### src/vector_regs.svh
// Constants for the interrupt and exception sequencing block
`ifndef VECTOR_REGS_SVH
`define VECTOR_REGS_SVH
`define VT_DIVIDE 8'h00
`define VT_STEP 8'h01
`define VT_NMI 8'h02
`define VT_BREAK 8'h03
`define VT_OVERFLOW 8'h04
`define VT_BOUNDS 8'h05
`define VT_UNUSED 8'h06
`define VT_ESCAPE 8'h07
`define VT_TIMER0 8'h08
`define VT_TIMER1 8'h12
`define VT_TIMER2 8'h13
`define VT_DMA0 8'h0a
`define VT_DMA1 8'h0b
`define VT_EXT0 8'h0c
`define VT_RESERVED_TOP 8'h1f
`define FLAGS_IE_BIT 9
`define FLAGS_STEP_BIT 8
`define FLAGS_OVF_BIT 11
`define FLAGS_RESET 16'hf002
`define EXC_NONE 4'h0
`define EXC_DIVIDE 4'h1
`define EXC_BOUNDS 4'h2
`define EXC_UNUSED 4'h3
`define EXC_ESCAPE 4'h4
`define EXC_OVERFLOW 4'h5
`define EXC_BREAK 4'h6
`define EXC_SOFT 4'h7
`endif

### src/vector_pkg.sv
// Types for the interrupt and exception sequencing block
package vector_pkg;
   // Instruction retire report from the execution unit
   typedef struct packed {
      logic valid;
      logic [3:0] exc;
      logic [7:0] soft_type;
      logic [15:0] cs;
      logic [15:0] ptr_cur;
      logic [15:0] ptr_next;
      logic [15:0] ptr_prefix;
      logic has_prefix;
      logic no_step;
      logic [15:0] flags;
   } retire_t;
   // Push request toward the stack / bus unit
   typedef struct packed {
      logic valid;
      logic [15:0] flags;
      logic [15:0] cs;
      logic [15:0] ptr;
      logic [9:0] table_addr;
      logic [7:0] vtype;
   } entry_t;
   typedef enum logic [4:0] {
      S_IDLE = 5'b00001,
      S_ACK = 5'b00010,
      S_PUSH = 5'b00100,
      S_DONE = 5'b01000,
      S_SPARE = 5'b10000
   } seq_state_t;
   typedef struct packed {
      seq_state_t st;
      entry_t ent;
      logic ack_req;
      logic nmi_pend;
      logic [1:0] nmi_sync;
      logic [1:0] intr_sync;
      logic nmi_last;
      logic [15:0] flags_out;
      logic reserved_type;
   } seq_s_t;
endpackage

### src/vector_classify.sv
// Exception classifier: vector type and return address of a retired instruction
`timescale 1ns/1ps
`default_nettype none
`include "vector_regs.svh"
module vector_classify
   import vector_pkg::*;
(
   input wire retire_t ret,
   input wire logic enhanced_mode,
   input wire logic escape_trap_en,
   output logic take,
   output logic [7:0] vtype,
   output logic [15:0] ret_ptr
);
   // Escape traps only in compatible mode or with the trap bit set
   logic escape_ok;
   assign escape_ok = !enhanced_mode || escape_trap_en;
   // Internally generated types for exceptions
   always_comb begin
      take = ret.valid;
      ret_ptr = ret.ptr_next;
      case (ret.exc)
         `EXC_DIVIDE: vtype = `VT_DIVIDE;
         `EXC_BOUNDS: vtype = `VT_BOUNDS;
         `EXC_UNUSED: vtype = `VT_UNUSED;
         `EXC_OVERFLOW: begin
            vtype = `VT_OVERFLOW;
            take = ret.valid && ret.flags[`FLAGS_OVF_BIT];
         end
         `EXC_BREAK: vtype = `VT_BREAK;
         `EXC_SOFT: vtype = ret.soft_type;
         `EXC_ESCAPE: begin
            vtype = `VT_ESCAPE;
            take = ret.valid && escape_ok;
            ret_ptr = ret.has_prefix ? ret.ptr_prefix : ret.ptr_cur;
         end
         default: begin
            vtype = `VT_STEP;
            take = ret.valid && ret.flags[`FLAGS_STEP_BIT] && !ret.no_step;
         end
      endcase
   end
endmodule
`default_nettype wire

### src/vector_seq.sv
// Interrupt and exception sequencer: picks a vector and issues the entry push
//
// Behaviour
// - Every interrupt pushes code segment, instruction pointer and status word.
// - Exception return address is the following instruction, except escape trap.
// - Escape trap returns to the escape opcode or its segment prefix.
// - Eight-bit vector type selects one of 256 table entries.
// - Table entry address is vector type times four.
// - Types 0 through 31 are reserved for predefined uses.
// - Exceptions vector internally; controller supplies internal and uncascaded types.
// - Other maskable requests deliver their type in an acknowledge sequence.
// - Non-maskable request always uses type 2 and is never masked.
// - Hardware requests sampled at instruction boundaries, after instruction traps.
// - Re-enabled service routine can be preempted by higher priority request.
// - Divide overflow raises type 0.
// - Single-step raises type 1 except after prefixes, segment loads, wait.
// - Breakpoint raises type 3, table offset 12.
// - Software interrupts carry any of the 256 types.
// - Escape traps always in compatible mode, enhanced only with trap bit.
// - Timers share one request, types 8, 18 and 19.
// - Default priorities; DMA types 10, 11, external inputs 12 to 15.
// - Interrupt-enable cleared after the old status word is saved.
// - Bounds check raises type 5, overflow trap with flag set type 4.
`timescale 1ns/1ps
`default_nettype none
`include "vector_regs.svh"
module vector_seq
   import vector_pkg::*;
(
   input wire logic ref_clk,
   input wire logic resetn,
   input wire retire_t ret,
   input wire logic enhanced_mode,
   input wire logic escape_trap_en,
   input wire logic nmi_pin,
   input wire logic intr_pin,
   input wire logic ctl_req,
   input wire logic [7:0] ctl_type,
   input wire logic ctl_cascaded,
   input wire logic ack_valid,
   input wire logic [7:0] ack_type,
   input wire logic push_done,
   output logic ack_cycle,
   output logic ctl_ack,
   output logic entry_valid,
   output logic [15:0] entry_flags,
   output logic [15:0] entry_cs,
   output logic [15:0] entry_ptr,
   output logic [9:0] entry_table_addr,
   output logic [7:0] entry_type,
   output logic [15:0] flags_out,
   output logic reserved_type,
   output logic busy
);
   seq_s_t s_reg;
   seq_s_t s_next;
   logic cl_take;
   logic [7:0] cl_type;
   logic [15:0] cl_ptr;
   logic busy_reg;
   logic ctl_ack_next;
   logic ctl_ack_reg;

   vector_classify u_classify (
      .ret(ret),
      .enhanced_mode(enhanced_mode),
      .escape_trap_en(escape_trap_en),
      .take(cl_take),
      .vtype(cl_type),
      .ret_ptr(cl_ptr)
   );

   // Table byte address of a type, shifted rather than multiplied
   function automatic logic [9:0] table_of(input logic [7:0] t);
      table_of = {t, 2'b00};
   endfunction

   // Load an entry record; status word copied unchanged, interrupt enable is dropped in flags_out instead
   function automatic entry_t make_entry(input logic [15:0] f, input logic [15:0] cs,
                                         input logic [15:0] ptr, input logic [7:0] t);
      make_entry.valid = 1'b1;
      make_entry.flags = f;
      make_entry.cs = cs;
      make_entry.ptr = ptr;
      make_entry.table_addr = table_of(t);
      make_entry.vtype = t;
   endfunction

   always_comb begin
      s_next = s_reg;
      ctl_ack_next = 1'b0;
      // Pins come from outside the clock domain
      s_next.nmi_sync = {s_reg.nmi_sync[0], nmi_pin};
      s_next.intr_sync = {s_reg.intr_sync[0], intr_pin};
      s_next.nmi_last = s_reg.nmi_sync[1];
      // Edge latched so a short pulse during a push is not lost
      if (s_reg.nmi_sync[1] && !s_reg.nmi_last) begin
         s_next.nmi_pend = 1'b1;
      end
      case (s_reg.st)
         S_IDLE: begin
            if (ret.valid) begin
               s_next.flags_out = ret.flags;
               // Instruction traps first, hardware only at this boundary
               if (cl_take) begin
                  s_next.ent = make_entry(ret.flags, ret.cs, cl_ptr, cl_type);
                  s_next.st = S_PUSH;
               end else if (s_reg.nmi_pend || (s_reg.nmi_sync[1] && !s_reg.nmi_last)) begin
                  s_next.nmi_pend = 1'b0;
                  s_next.ent = make_entry(ret.flags, ret.cs, ret.ptr_next, `VT_NMI);
                  s_next.st = S_PUSH;
               end else if (ret.flags[`FLAGS_IE_BIT] && ctl_req && !ctl_cascaded) begin
                  // Controller resolves priority among timers, DMA and inputs
                  s_next.ent = make_entry(ret.flags, ret.cs, ret.ptr_next,
                                          ctl_type);
                  ctl_ack_next = 1'b1;
                  s_next.st = S_PUSH;
               end else if (ret.flags[`FLAGS_IE_BIT]
                            && ((ctl_req && ctl_cascaded) || s_reg.intr_sync[1])) begin
                  s_next.ent = make_entry(ret.flags, ret.cs, ret.ptr_next, 8'h00);
                  s_next.ack_req = 1'b1;
                  s_next.st = S_ACK;
               end
               // Enable honoured from the retired status lets a handler be preempted
               if (s_next.st != S_IDLE) begin
                  s_next.flags_out[`FLAGS_IE_BIT] = 1'b0;
                  if (s_next.ent.vtype == `VT_STEP || cl_take) begin
                     s_next.flags_out[`FLAGS_STEP_BIT] = 1'b0;
                  end
               end
            end
         end
         S_ACK: begin
            // Requester drives the type during the acknowledge sequence
            if (ack_valid) begin
               s_next.ack_req = 1'b0;
               // The record was parked while waiting, so the push starts here
               s_next.ent.valid = 1'b1;
               s_next.ent.vtype = ack_type;
               s_next.ent.table_addr = table_of(ack_type);
               s_next.st = S_PUSH;
            end
         end
         S_PUSH: begin
            s_next.reserved_type = (s_reg.ent.vtype <= `VT_RESERVED_TOP);
            if (push_done) begin
               s_next.ent.valid = 1'b0;
               s_next.st = S_DONE;
            end
         end
         S_DONE: begin
            s_next.st = S_IDLE;
         end
         default: begin
            s_next.st = S_IDLE;
         end
      endcase
      if (s_next.st != S_PUSH) begin
         s_next.ent.valid = 1'b0;
      end
   end

   // All state registered in one place
   always_ff @(posedge ref_clk or negedge resetn) begin
      if (!resetn) begin
         s_reg <= '{st: S_IDLE, ent: '0, ack_req: 1'b0, nmi_pend: 1'b0, nmi_sync: 2'b00,
                    intr_sync: 2'b00, nmi_last: 1'b0, flags_out: `FLAGS_RESET,
                    reserved_type: 1'b0};
         ctl_ack_reg <= 1'b0;
         busy_reg <= 1'b0;
      end else begin
         s_reg <= s_next;
         ctl_ack_reg <= ctl_ack_next;
         busy_reg <= (s_next.st != S_IDLE);
      end
   end

   assign ack_cycle = s_reg.ack_req;
   assign ctl_ack = ctl_ack_reg;
   assign entry_valid = s_reg.ent.valid;
   assign entry_flags = s_reg.ent.flags;
   assign entry_cs = s_reg.ent.cs;
   assign entry_ptr = s_reg.ent.ptr;
   assign entry_table_addr = s_reg.ent.table_addr;
   assign entry_type = s_reg.ent.vtype;
   assign flags_out = s_reg.flags_out;
   assign reserved_type = s_reg.reserved_type;
   // Registered copy so the output comes straight from a flop
   assign busy = busy_reg;
endmodule
`default_nettype wire

### config.mk
export PLATFORM = sky130hd
export DESIGN_NAME = vector_seq
export DESIGN_NICKNAME = d
export VERILOG_FILES = /design/src/vector_pkg.sv /design/src/vector_classify.sv /design/src/vector_seq.sv
export VERILOG_INCLUDE_DIRS = /design/src
export SDC_FILE = /design/constraint.sdc
export NUM_CORES = 1
export LEC_CHECK = 0
export ABC_AREA = 1
export BUFFER_PORTS_ARGS = -buffer_cell sky130_fd_sc_hd__buf_2
export CAP_MARGIN = 10
export CELL_PAD_IN_SITES_DETAIL_PLACEMENT = 0
export CELL_PAD_IN_SITES_GLOBAL_PLACEMENT = 1
export CORE_MARGIN = 5
export CORE_UTILIZATION = 32
export CTS_CLUSTER_DIAMETER = 120
export CTS_CLUSTER_SIZE = 30
export DETAILED_ROUTE_END_ITERATION = 7
export PLACE_DENSITY = 0.78
export SLEW_MARGIN = 5
export SYNTH_ARGS = -nofsm -noshare
export SYNTH_HDL_FRONTEND = slang
export SYNTH_HIERARCHICAL = 1
export SYNTH_SLANG_ARGS = --single-unit
### constraint.sdc
create_clock -name ref_clk -period 1.98 [get_ports ref_clk]
set_clock_uncertainty 0.2 [all_clocks]
set_input_delay 0 -clock ref_clk [delete_from_list [all_inputs] [get_ports ref_clk]]
set_output_delay 0 -clock ref_clk [all_outputs]
set_load 0.005 [all_outputs]
# Word-level counts from Yosys, hierarchy flattened
# Index checks and enable logic that the tools add are counted.
[op_classes] n_lt_le_gt_ge=1 eq_ne=26 n_mux=31 n_reduce_logical=26
[ops] op="$mux W72" n=5
[ops] op="$mux W74" n=1
[ops] op="$mux W73" n=1
[ops] op="$pmux W8 S7" n=1
[ops] op="$pmux W19 S2" n=1
[ops] op="$mux W16" n=2
[ops] op="$mux W19" n=1
[ops] op="$eq A4 B3 Y1 const B" n=4
[ops] op="$pmux W5 S3" n=1
[ops] op="$mux W1" n=12
[ops] op="$mux W6" n=2
[ops] op="$ne A2 B2 Y1 const B" n=6
[ops] op="$ne A6 B6 Y1 const B" n=2
[ops] op="$ne A5 B1 Y1 const B" n=2
[ops] op="$logic_and A1 B1 Y1" n=9
[ops] op="$ne A3 B3 Y1 const B" n=3
[ops] op="$eq A4 B2 Y1 const B" n=2
[ops] op="$eq A8 B1 Y1 const B" n=1
[ops] op="$le A8 B5 Y1 const B" n=1
[ops] op="$reduce_and A7 Y1" n=1
[ops] op="$pmux W1 S3" n=2
[ops] op="$reduce_and A3 Y1" n=2
[ops] op="$eq A5 B1 Y1 const B" n=1
[ops] op="$eq A5 B2 Y1 const B" n=1
[ops] op="other kinds (13)" n=20
[totals] reg_bits=98 input_bits=121

# Depth between registers and ports, before layout
# Gate-level depths: netlist of run 1.
[logic_depth] word_depth=14 depth_mapped=19 mapped_depth_nobuf=18

# By module
# Netlist of run 1, hierarchy kept.
[by_module_without_submodules] module="vector_seq" n_inst=1 cells_per_inst=585 area_each_um2=4933.5 seq_area_each_um2=2409.8
[by_module_without_submodules] module="vector_classify" n_inst=1 cells_per_inst=135 area_each_um2=655.6 seq_area_each_um2=0.0

# Worst setup path before layout of run 1
# Ideal clock, no wire load.
[synth_path] path_type="register -> register" startpoint="register s_reg[91] (netlist name)" endpoint="register s_reg, in the netlist entry_flags[11]" arrival_ps=1511 required_time_ps=1651 path_slack_ps=140 path_stages_with_launch=11 period_less_slack_ps=1840 cell_sequence="dfstp_2 inv_2 nor2_2 nand3_4 nor2_4 inv_2 nor2_4 inv_2 buf_2 nand2_1 o21ai_0"
[synth_via] elab_chain_cells=3
[synth_lines] element="start: declaration" line_no="vector_seq.sv:55" source="seq_s_t s_reg;"
[synth_lines] element="start signal: assignment" line_no="vector_seq.sv:166" source="s_reg <= '{st: S_IDLE, ent: '0, ack_req: 1'b0, nmi_pend: 1'b0, nmi_sync: 2'b00,"
[synth_lines] element="start signal: assignment" line_no="vector_seq.sv:172" source="s_reg <= s_next;"
[synth_lines] element="$eq A5 B1 Y1 *" line_no="vector_seq.sv:100" source="case (s_reg.st)"
[synth_lines] element="$ne A6 B6 Y1 (no line)"
[synth_lines] element="$reduce_and A3 Y1 (no line) *"
# Every way passes the cells marked *; elsewhere a longest branch is shown, timed or not.
# A chain may end at the register's enable or synchronous reset.

# Worst setup path after layout of run 1
[layout_path] startpoint="register s_reg[91] (netlist name)" endpoint="register s_reg, in the netlist entry_flags[9]"
# Same word-level chain as after synthesis.

==> flow_summary.ini, run 1 <==
[status]
run_status = finished, final reports clean

[routing]
detailedRoute.firstPassIterationCount = 5
drtIter0Drc = 236
drc = 0
avgRoutedWirePerCell_um = 14.2
drt-total-wl_um = 17000
avgViaCountPerCell = 4.41
detail-route-antenna-nets = 0
via_count = 5280

[placement]
gpl.final_weighted_congestion = 0.840
placement.io_buffers = 205
placement.setup.worst_slack_ps = -44.5
placed_cells_incl_taps = 1075
hpwl_um = 12100

[sta]
grt_setup_unrepaired = true
worst_slack_ps = 29.0
timing_max_transition_violations_final = 0
max_clock_freq_mhz = 513
finalWorstPathRequiredPeriod_ps = 1950
setup_violations = 0
timing.final.crit_share_pct = 98.5
finalHoldViolCount = 0

[clock_network]
clock_path_buffers = 2
htree_levels = 3
number_of_sinks_driven_by_the_clock_tree = 96
clk_latency_ps = 340
clockRootBuffer = sky130_fd_sc_hd__clkbuf_16
cts_buffer_count = 9
cts_tree = built
cts.clk_slew.worst_paths_ps = 70

[worst_setup_path]
cp-start-kind = flip-flop
critPathKind = reg -> reg
cp_data_required_time_ps = 1990
critical_path_arrival_ps = 1960
reg2regPathDepth = 9
setup.reg_to_reg.worst_slack_ps = 30
critPathCaptureType = flip-flop
setup.worst_path.end = entry_flags[9]$_DFFE_PN0P_
critPathLaunch = s_reg[91]$_DFF_PN1_
critical_path.reg2reg.endpoint = entry_flags[9]$_DFFE_PN0P_
worst_r2r_startpoint = s_reg[91]$_DFF_PN1_
crit_path_max_fanout = 7

[logic_synthesis]
yosysWarningCount = 6
synth_sequential_area_ratio_pct = 43.1
yosys_register_bits = 96
cells_after_synthesis = 720
syn_avg_cell_area_um2 = 7.76
post-synth-top-area-fraction_pct = 40.3
netlist_area_um2 = 5590
synth_top_cells_by_area = sky130_fd_sc_hd__dfrtp_1, sky130_fd_sc_hd__nand2_1, sky130_fd_sc_hd__buf_4
dominant_cell_type_by_area_after_synthesis = sky130_fd_sc_hd__dfrtp_1
ys_types = 35

[grt]
grtUsageTotal_pct = 16.3
grt_antenna_before_repair = 0
grt.overflow.total = 0
grt_first_pass_wirelength_um = 26300
first_global_vias = 5225
grt_max_degree = 51

[pwr]
cellPowerDensity_nw_per_um2 = 951
post-layout-total-power_mw = 7.54
worst_ir_drop_vdd_mv = 0.443
static-leakage-power_nw = 4.08

[job]
max_cap_viol_count = 0

[finish]
area.growth.synth_to_final_pct = 41.8
final_cell_count_no_fill = 1197
fill_cells = 1757
post_route_cells_drive_above_1_share_pct = 33.6
fin_util_pct = 46.0
fin_nets = 1086

[die]
fp-row-count = 48
initial_core_util_pct = 32.4
die_x_um = 142
die-area_um2 = 20200
core_um2 = 17200
floorplan.die.height_um = 142
top_level_ports = 208

[worst_hold_path]
hold_path.class = in -> reg
-- critical path, stage by stage (launching register included) --
cell	delay, ps
sky130_fd_sc_hd__dfstp_2	560
sky130_fd_sc_hd__inv_2	60
sky130_fd_sc_hd__nor2_4	90
sky130_fd_sc_hd__nand3_4	130
sky130_fd_sc_hd__nor2_4	140
sky130_fd_sc_hd__inv_4	70
sky130_fd_sc_hd__nor2_4	160
sky130_fd_sc_hd__buf_6	160
sky130_fd_sc_hd__clkbuf_16	170
sky130_fd_sc_hd__a31oi_4	80
-- stage by stage --
step / area (µm²) / TNS, ps / hold slack [ps]
2_1_floorplan: 5600 / 0 / -496
3_3_place_gp: 6460 / -16.3 / -224
3_5_place_dp: 6460 / -44.5 / -223
4_1_cts: 7700 / 0 / 1.60
5_1_grt: 7920 / -911 / 22.1
6_report: 7930 / 0 / 1.39
-- synth_stat cells, drive strengths merged --
cell and instances:
nand2 202, buf 108, dfrtp 90, nor2 79
o21ai 75, inv 68, a31oi 31, nand3 30
a21oi 7, dfstp 6, nand4 5, clkbuf 4
nor3 3, o211ai 3, o21a 3, a22oi 1
and3 1, conb 1, o221ai 1, o31ai 1
o41ai 1
-- kinds of logic (layout without fill, tap and decap cells) --
family                 count (synthesis)  count (layout)  synth area share, %
AO/OA/AOI/OAI                        123             123                 13.2
AND/OR/NAND/NOR                      320             320                 24.8
buffers and inverters                180             428                 18.8
flip-flops                            96              96                 43.1
other                                  1               5               0.0671
-- timing repair --
item,4_1_cts,5_1_grt
hold buffers,93,1
hold endpoints to repair,178,1
setup buffers,0,6
setup endpoints to repair,0,52
gates resized for setup,0,21
-- power by group --
part           switching (mW)  internal, mW  total (mW)
Sequential              0.424          2.69        3.12
Combinational            1.33          1.32        2.65
Clock                   0.746          1.02        1.77
-- metal layers --
layer  global-route usage (%)  share of wire, %
met5                        0                 0
met4                     5.76               1.7
met3                     3.02               4.4
met2                     27.6                49
met1                     21.0                45
-- how the worst min path moves through the flow --
stage                  from                              end  slack, ps  depth (start not counted)
global route         resetn        entry_ptr[10]$_DFFE_PN0P_         20                          3
global placement     resetn  entry_table_addr[4]$_DFFE_PN0P_       -220                          1
CTS                 ret[31]        entry_ptr[13]$_DFFE_PN0P_          2                          7
detailed placement   resetn  entry_table_addr[4]$_DFFE_PN0P_       -220                          1
floorplan            resetn            ack_cycle$_DFFE_PN0P_       -500                          0
finish              ret[30]        entry_ptr[12]$_DFFE_PN0P_          1                          7
-- layout by cell type, fill, tap and decap left out, drive strengths merged, types with 5 or more instances in the layout --
master       Yosys  layout
a21oi            7       7
a31oi           31      31
buf            108     249
clkbuf           4      14
dfrtp           90      90
dfstp            6       6
dlygate4sd3      0      93
inv             68      69
nand2          202     202
nand3           30      30
nand4            5       5
nor2            79      79
o21ai           75      75
-- final cells by class --
type / count / area, µm² / area share, %
clock buffers: 12 / 246 / 3.11
clock inverters: 4 / 53.8 / 0.679
well taps: 225 / 282 / 3.55
inverters: 68 / 260 / 3.28
diodes: 2 / 5.00 / 0.0632
flip-flops and latches: 96 / 2410 / 30.4
multi-input cells: 446 / 2230 / 28.1
repair buffers: 344 / 2440 / 30.8
No activity file was read; power rests on OpenSTA's default activity.
==> inputs of run 2 (changes only) <==
--- a/config.mk
+++ b/config.mk
@@ -6,17 +6,16 @@
 export SDC_FILE = /design/constraint.sdc
 export NUM_CORES = 1
 export LEC_CHECK = 0
-export ABC_AREA = 1
 export BUFFER_PORTS_ARGS = -buffer_cell sky130_fd_sc_hd__buf_2
 export CAP_MARGIN = 10
 export CELL_PAD_IN_SITES_DETAIL_PLACEMENT = 0
 export CELL_PAD_IN_SITES_GLOBAL_PLACEMENT = 1
 export CORE_MARGIN = 5
-export CORE_UTILIZATION = 32
+export CORE_UTILIZATION = 36
 export CTS_CLUSTER_DIAMETER = 120
 export CTS_CLUSTER_SIZE = 30
 export DETAILED_ROUTE_END_ITERATION = 7
-export PLACE_DENSITY = 0.78
+export PLACE_DENSITY = 0.81
 export SLEW_MARGIN = 5
 export SYNTH_ARGS = -nofsm -noshare
 export SYNTH_HDL_FRONTEND = slang
==> constraint.sdc (replaced) <==
create_clock -name ref_clk -period 1.8 [get_ports ref_clk]
set_clock_uncertainty 0.2 [all_clocks]
set_input_delay 0 -clock ref_clk [delete_from_list [all_inputs] [get_ports ref_clk]]
set_output_delay 0 -clock ref_clk [all_outputs]
set_load 0.005 [all_outputs]
==> flow_summary.ini, run 2 <==
[logic_synthesis]
dominant_cell_type_by_area_after_synthesis = sky130_fd_sc_hd__dfrtp_1
synth_flop_cell = sky130_fd_sc_hd__dfrtp_1
yosysWarningCount = 6
synth_top_cells_by_area = sky130_fd_sc_hd__dfrtp_1, sky130_fd_sc_hd__buf_4, sky130_fd_sc_hd__nand2_1
syn_avg_cell_area_um2 = 9.24
synth_sequential_area_ratio_pct = 43.7
yosys_register_bits = 96
cells_after_synthesis = 597
yosysMostFrequentCell = sky130_fd_sc_hd__nand2_1
synth.top_cells.by_count = sky130_fd_sc_hd__nand2_1, sky130_fd_sc_hd__dfrtp_1, sky130_fd_sc_hd__buf_4
ys_types = 53
synthArstFlopShare_pct = 100
netlist_area_um2 = 5520
number_of_flops_mapped_to_enable_cells_by_yosys = 0
post-synth-top-area-fraction_pct = 40.8

[worst_setup_path]
cp-start-kind = flip-flop
worst_r2r_startpoint = s_reg[94]$_DFF_PN0_
critPathLaunch = s_reg[94]$_DFF_PN0_
critical_path_arrival_ps = 1840
cp_data_required_time_ps = 1830
crit_path_max_fanout = 10
critPathCaptureType = flip-flop
critPathKind = reg -> reg
critical_path.reg2reg.endpoint = entry_type[1]$_DFFE_PN0P_
setup.reg_to_reg.worst_slack_ps = -10
reg2regPathDepth = 7

[clock_network]
clock_path_buffers = 2
cts_tree = built
clk_latency_ps = 340
cts_buffer_count = 9
htree_levels = 3
cts.clk_slew.worst_paths_ps = 70
clockRootBuffer = sky130_fd_sc_hd__clkbuf_16
number_of_sinks_driven_by_the_clock_tree = 96

[routing]
drc = 0
via_count = 5135
drtIter0Drc = 251
avgViaCountPerCell = 4.87
drt-total-wl_um = 17800
detailedRoute.firstPassIterationCount = 5
avgRoutedWirePerCell_um = 16.9
detail-route-antenna-nets = 0

[status]
violations = hold timing, setup timing
run_status = complete, but fails checks

[sta]
finalWorstPathRequiredPeriod_ps = 1810
finalHoldViolCount = 2
timing_max_transition_violations_final = 0
worst_slack_ps = -11.9
setup_violations = 5
slew-limit-headroom_pct = 62.8
grt_setup_unrepaired = true
timing_worst_slew_pin_value_ps = 558
max_clock_freq_mhz = 552
timing.final.crit_share_pct = 101
holdWs_ps = -59.8

[placement]
post_dp_cell_area_um2 = 6480
placement.io_buffers = 205
placement.setup.worst_slack_ps = -280
hpwl_um = 11500
gpl.final_weighted_congestion = 0.901

[worst_hold_path]
min_delay_worst_endpoint = entry_ptr[1]$_DFFE_PN0P_
holdPathStages = 5
min-delay-start = ret[19]
hold_path.class = in -> reg

[grt]
grt_antenna_before_repair = 1
grt.overflow.total = 0
grt_max_degree = 97
first_global_vias = 5271
grtUsageTotal_pct = 18.7
grt_first_pass_wirelength_um = 27100

[finish]
area_taken_by_multi_input_logic_gates_um2 = 2460
area.growth.synth_to_final_pct = 49.8
fill_cells = 1331
seqCellArea_um2 = 2410
final_area_um2 = 8260
final_common_cell = sky130_fd_sc_hd__buf_2
most-common-layout-cells = sky130_fd_sc_hd__buf_2, sky130_fd_sc_hd__nand2_1, sky130_fd_sc_hd__dlygate4sd3_1
post_route_cells_drive_above_1_share_pct = 42.4
fin_nets = 982

[die]
die_x_um = 134
fp-row-count = 45
core_um2 = 15100
top_level_ports = 208
initial_core_util_pct = 36.4
die-area_um2 = 17900
floorplan.die.height_um = 134

[job]
max_cap_viol_count = 0

[pwr]
static-leakage-power_nw = 4.01
worst_ir_drop_vdd_mv = 0.493
cellPowerDensity_nw_per_um2 = 901
-- run 2: cell types whose count changed after synthesis, moves of 21 or more --
cell / change
sky130_fd_sc_hd__a21oi_1: +25
sky130_fd_sc_hd__a31oi_1: -28
sky130_fd_sc_hd__nand2_1: -81
sky130_fd_sc_hd__nand3_1: -21
sky130_fd_sc_hd__o21ai_0: -39
sky130_fd_sc_hd__inv_1: -55
-- run 2: where the power goes --
part	leakage (nW)	internal (mW)	switching (mW)
clock network	0.161	1.27	0.880
registers	1.16	2.69	0.307
logic	2.69	1.20	1.09
total	4.01	5.16	2.28
-- run 2: area by class of cell --
type | count | area share, %
multi-input combinational | 383 | 29.8
antenna | 1 | 0.0303
tap | 188 | 2.85
clock buffer | 11 | 2.94
clock inverter | 5 | 1.04
sequential | 96 | 29.2
timing repair buffer | 364 | 33.8
inverter | 7 | 0.318
-- run 2: worst max-delay path, cell delays in order (launching register included) --
cell and delay (ps):
sky130_fd_sc_hd__dfrtp_1 420, sky130_fd_sc_hd__buf_6 140, sky130_fd_sc_hd__nor4b_4 300, sky130_fd_sc_hd__and2_4 200
sky130_fd_sc_hd__buf_6 160, sky130_fd_sc_hd__a2111oi_2 70, sky130_fd_sc_hd__a21oi_1 130, sky130_fd_sc_hd__a21oi_1 90
-- run 2: per-stage QoR --
step | util [%] | hold WS (ps) | power [mW] | setup TNS, ps | cells
6_report | 54.6 | -59.8 | 7.44 | -35.9 | 1055
5_1_grt | 54.6 | 40.3 | 7.88 | -1370 | 1055
4_1_cts | 52.6 | 3.51 | 7.39 | -114 | 1048
3_5_place_dp | 42.8 | -98.9 | 5.00 | -12020 | 922
3_3_place_gp | 42.8 | -107 | 4.94 | -9940 | 922
2_1_floorplan | - | -496 | 4.55 | -31.4 | 599
-- run 2: what timing repair did --
| item | 4_1_cts | 5_1_grt |
|---|---|---|
| pin swaps | 6 | 10 |
| hold buffers | 108 | 0 |
| buffers inserted | 2 | 5 |
| resized for setup | 10 | 33 |
| setup endpoints to repair | 60 | 47 |
| cloned | 0 | 6 |
| endpoints found under the hold margin | 184 | 0 |
-- run 2: worst max path at each step --
stage                                           end  slack, ps  cells after the start
finish                    entry_type[1]$_DFFE_PN0P_        -10                      7
global route              entry_type[1]$_DFFE_PN0P_       -100                      7
CTS                         entry_valid$_DFFE_PN0P_        -20                      6
detailed placement  entry_table_addr[5]$_DFFE_PN0P_       -280                     10
global placement    entry_table_addr[5]$_DFFE_PN0P_       -250                     10
floorplan                   entry_valid$_DFFE_PN0P_        -30                      7
-- run 2: logic make-up (layout without fill, tap and decap cells) --
group,after synthesis,count (layout),synth area share [%]
AOI/OAI and AO/OA,110,110,16.0
other,1,4,0.0680
DFF,96,96,43.7
muxes,30,30,5.76
buffers and inverters,120,387,15.1
and+or+nand+nor,240,240,19.3
-- run 2: routing by layer --
metal | GRT usage (%) | up-vias | wire length [µm]
li1 | - | 2466 | -
met1 | 22.2 | 2425 | 7230
met2 | 33.5 | 200 | 9020
met3 | 3.30 | 44 | 930
met4 | 7.94 | 0 | 597
met5 | 0 | - | 0
==> inputs of run 3 (changes only) <==
--- a/config.mk
+++ b/config.mk
@@ -15,6 +15,7 @@
 export CTS_CLUSTER_DIAMETER = 120
 export CTS_CLUSTER_SIZE = 30
 export DETAILED_ROUTE_END_ITERATION = 7
+export GPL_TIMING_DRIVEN = 0
 export PLACE_DENSITY = 0.81
 export SLEW_MARGIN = 5
 export SYNTH_ARGS = -nofsm -noshare
==> flow_summary.ini, run 3 (synthesized netlist as in run 2, its figures left out) <==
[status]
run_status = complete, but fails checks
violations = setup timing

[routing]
drc = 0
detail-route-antenna-nets = 0
avgViaCountPerCell = 4.74
via_count = 5398
drtIter0Drc = 194
avgRoutedWirePerCell_um = 16.2
detailedRoute.firstPassIterationCount = 4
drt-total-wl_um = 18500

[sta]
totalNegativeSetupSlack_ps = -56.9
finalWorstPathRequiredPeriod_ps = 1830
grt_setup_unrepaired = true
setup_violations = 5
finalHoldViolCount = 0
holdWs_ps = 10.6
slew-limit-headroom_pct = 54.9
timing.final.crit_share_pct = 101
timing_max_transition_violations_final = 0
worst_slack_ps = -26.5
timing_worst_slew_pin_value_ps = 677
max_clock_freq_mhz = 547

[clock_network]
clk_latency_ps = 350
cts_buffer_count = 9
number_of_sinks_driven_by_the_clock_tree = 96
clockRootBuffer = sky130_fd_sc_hd__clkbuf_16
htree_levels = 3
cts_tree = built
clock_path_buffers = 2
cts.clk_slew.worst_paths_ps = 70

[grt]
grt_first_pass_wirelength_um = 29100
grt.overflow.total = 0
first_global_vias = 5690
grt_antenna_before_repair = 2
grtUsageTotal_pct = 20.3
grt_max_degree = 50

[die]
top_level_ports = 208
core_um2 = 15100
floorplan.die.height_um = 134
initial_core_util_pct = 36.4
fp-row-count = 45
die_x_um = 134
die-area_um2 = 17900

[placement]
hpwl_um = 12500
placement.setup.worst_slack_ps = -511
placed_cells_incl_taps = 991
gpl.final_weighted_congestion = 0.856
placement.io_buffers = 203

[finish]
final_cell_count_no_fill = 1138
seqCellArea_um2 = 2410
fin_nets = 1063
area.growth.synth_to_final_pct = 62.8
area_taken_by_multi_input_logic_gates_um2 = 2700
most-common-layout-cells = sky130_fd_sc_hd__buf_2, sky130_fd_sc_hd__dlygate4sd3_1, sky130_fd_sc_hd__buf_4
fill_cells = 1284
final_common_cell = sky130_fd_sc_hd__buf_2
post_route_cells_drive_above_1_share_pct = 50.9

[pwr]
cellPowerDensity_nw_per_um2 = 895
post-layout-total-power_mw = 8.04
static-leakage-power_nw = 4.38
worst_ir_drop_vdd_mv = 0.570

[worst_setup_path]
critPathCaptureType = flip-flop
cp_data_required_time_ps = 1830
cp-start-kind = flip-flop
slowest_delay_ps = 460
critical_path_arrival_ps = 1860
cell_by_cell_listing_of_the_critical_path = nor4b_4 -> and2_4 -> nor2_4 -> and3_4 -> o31a_1
crit_path_max_fanout = 7
timing.critical_path.max_delay_family = simple AND/OR/NAND/NOR gates
cpMaxStageDelayCell = sky130_fd_sc_hd__dfrtp_2
critPathKind = reg -> reg
crit_buf_inv = 0

[worst_hold_path]
hold_path.class = in -> reg

[job]
max_cap_viol_count = 0
-- run 3: cell count changes in the layout (fill, tap and decap cells not counted), moves of 5 or more --
cell | previous run | this run
sky130_fd_sc_hd__buf_4 | 31 | 105
sky130_fd_sc_hd__nand2_1 | 114 | 89
sky130_fd_sc_hd__nand2_2 | 2 | 22
sky130_fd_sc_hd__a21oi_1 | 30 | 19
sky130_fd_sc_hd__buf_12 | 13 | 3
sky130_fd_sc_hd__a21oi_2 | 16 | 25
sky130_fd_sc_hd__dlygate4sd3_1 | 102 | 109
sky130_fd_sc_hd__a221oi_2 | 15 | 10
sky130_fd_sc_hd__a221oi_4 | 1 | 6
sky130_fd_sc_hd__buf_6 | 5 | 10
sky130_fd_sc_hd__nand2_4 | 0 | 5
-- run 3: repair_timing --
| action | CTS | global route |
|---|---|---|
| setup buffers | 9 | 7 |
| endpoints found under the hold margin | 180 | 1 |
| pin swaps | 13 | 57 |
| gates resized for setup | 27 | 109 |
| gates cloned | 0 | 4 |
| setup endpoints to repair | 68 | 73 |
| hold buffers | 111 | 1 |
-- run 3: final cells by class --
class | instances | share of cell area [%]
antenna | 3 | 0.0836
buffer | 111 | 10.2
clock buffer | 11 | 2.59
clock inverter | 5 | 0.738
inverter | 7 | 0.292
multi-input combinational | 383 | 30.0
sequential | 96 | 26.9
tap | 188 | 2.62
timing repair buffer | 334 | 26.6
-- run 3: final timing paths --
check	start	endpoint	cells past startpoint	slack, ps
setup / recovery	s_reg[93]$_DFF_PN0_	entry_valid$_DFFE_PN0P_	5	-30
min in group asynchronous	resetn	entry_cs[1]$_DFFE_PN0P_	2	20
hold / removal	ret[65]	entry_ptr[15]$_DFFE_PN0P_	5	10
hold reg to reg	s_next[19]$_DFF_PN0_	s_reg[19]$_DFF_PN0_	0	150
setup reg to reg	s_reg[93]$_DFF_PN0_	entry_valid$_DFFE_PN0P_	5	-30
max in group asynchronous	resetn	flags_out[12]$_DFFE_PN1P_	3	650
-- run 3: worst min-delay path, delay by kind of cell --
family          cells  cell delay, ps
compound gates      2             260
buf+inv             1              90
mux                 1              80
simple gates        1              80
-- run 3: metal layers --
layer	wire, µm	global-route usage [%]	vias to the layer above	part of all wire, %
li1	-	-	2633	-
met1	7650	23.9	2519	41
met2	9080	35.5	194	49
met3	978	4.13	52	5.3
met4	778	9.37	0	4.2
met5	0	0	-	0
-- run 3: power by group --
group / total (mW) / internal, mW / switching [mW] / leakage (nW)
clock: 1.97 / 1.09 / 0.880 / 0.142
sequential: 3.06 / 2.70 / 0.360 / 1.16
combinational: 3.01 / 1.78 / 1.23 / 3.09
total: 8.04 / 5.57 / 2.47 / 4.38
-- run 3: through the flow --
step                util [%]  instance area, µm²
finish                  59.3                8980
detailed placement      45.3                6850
global placement        45.1                6820
CTS                     55.8                8450
global route            59.3                8980
floorplan                  -                5570
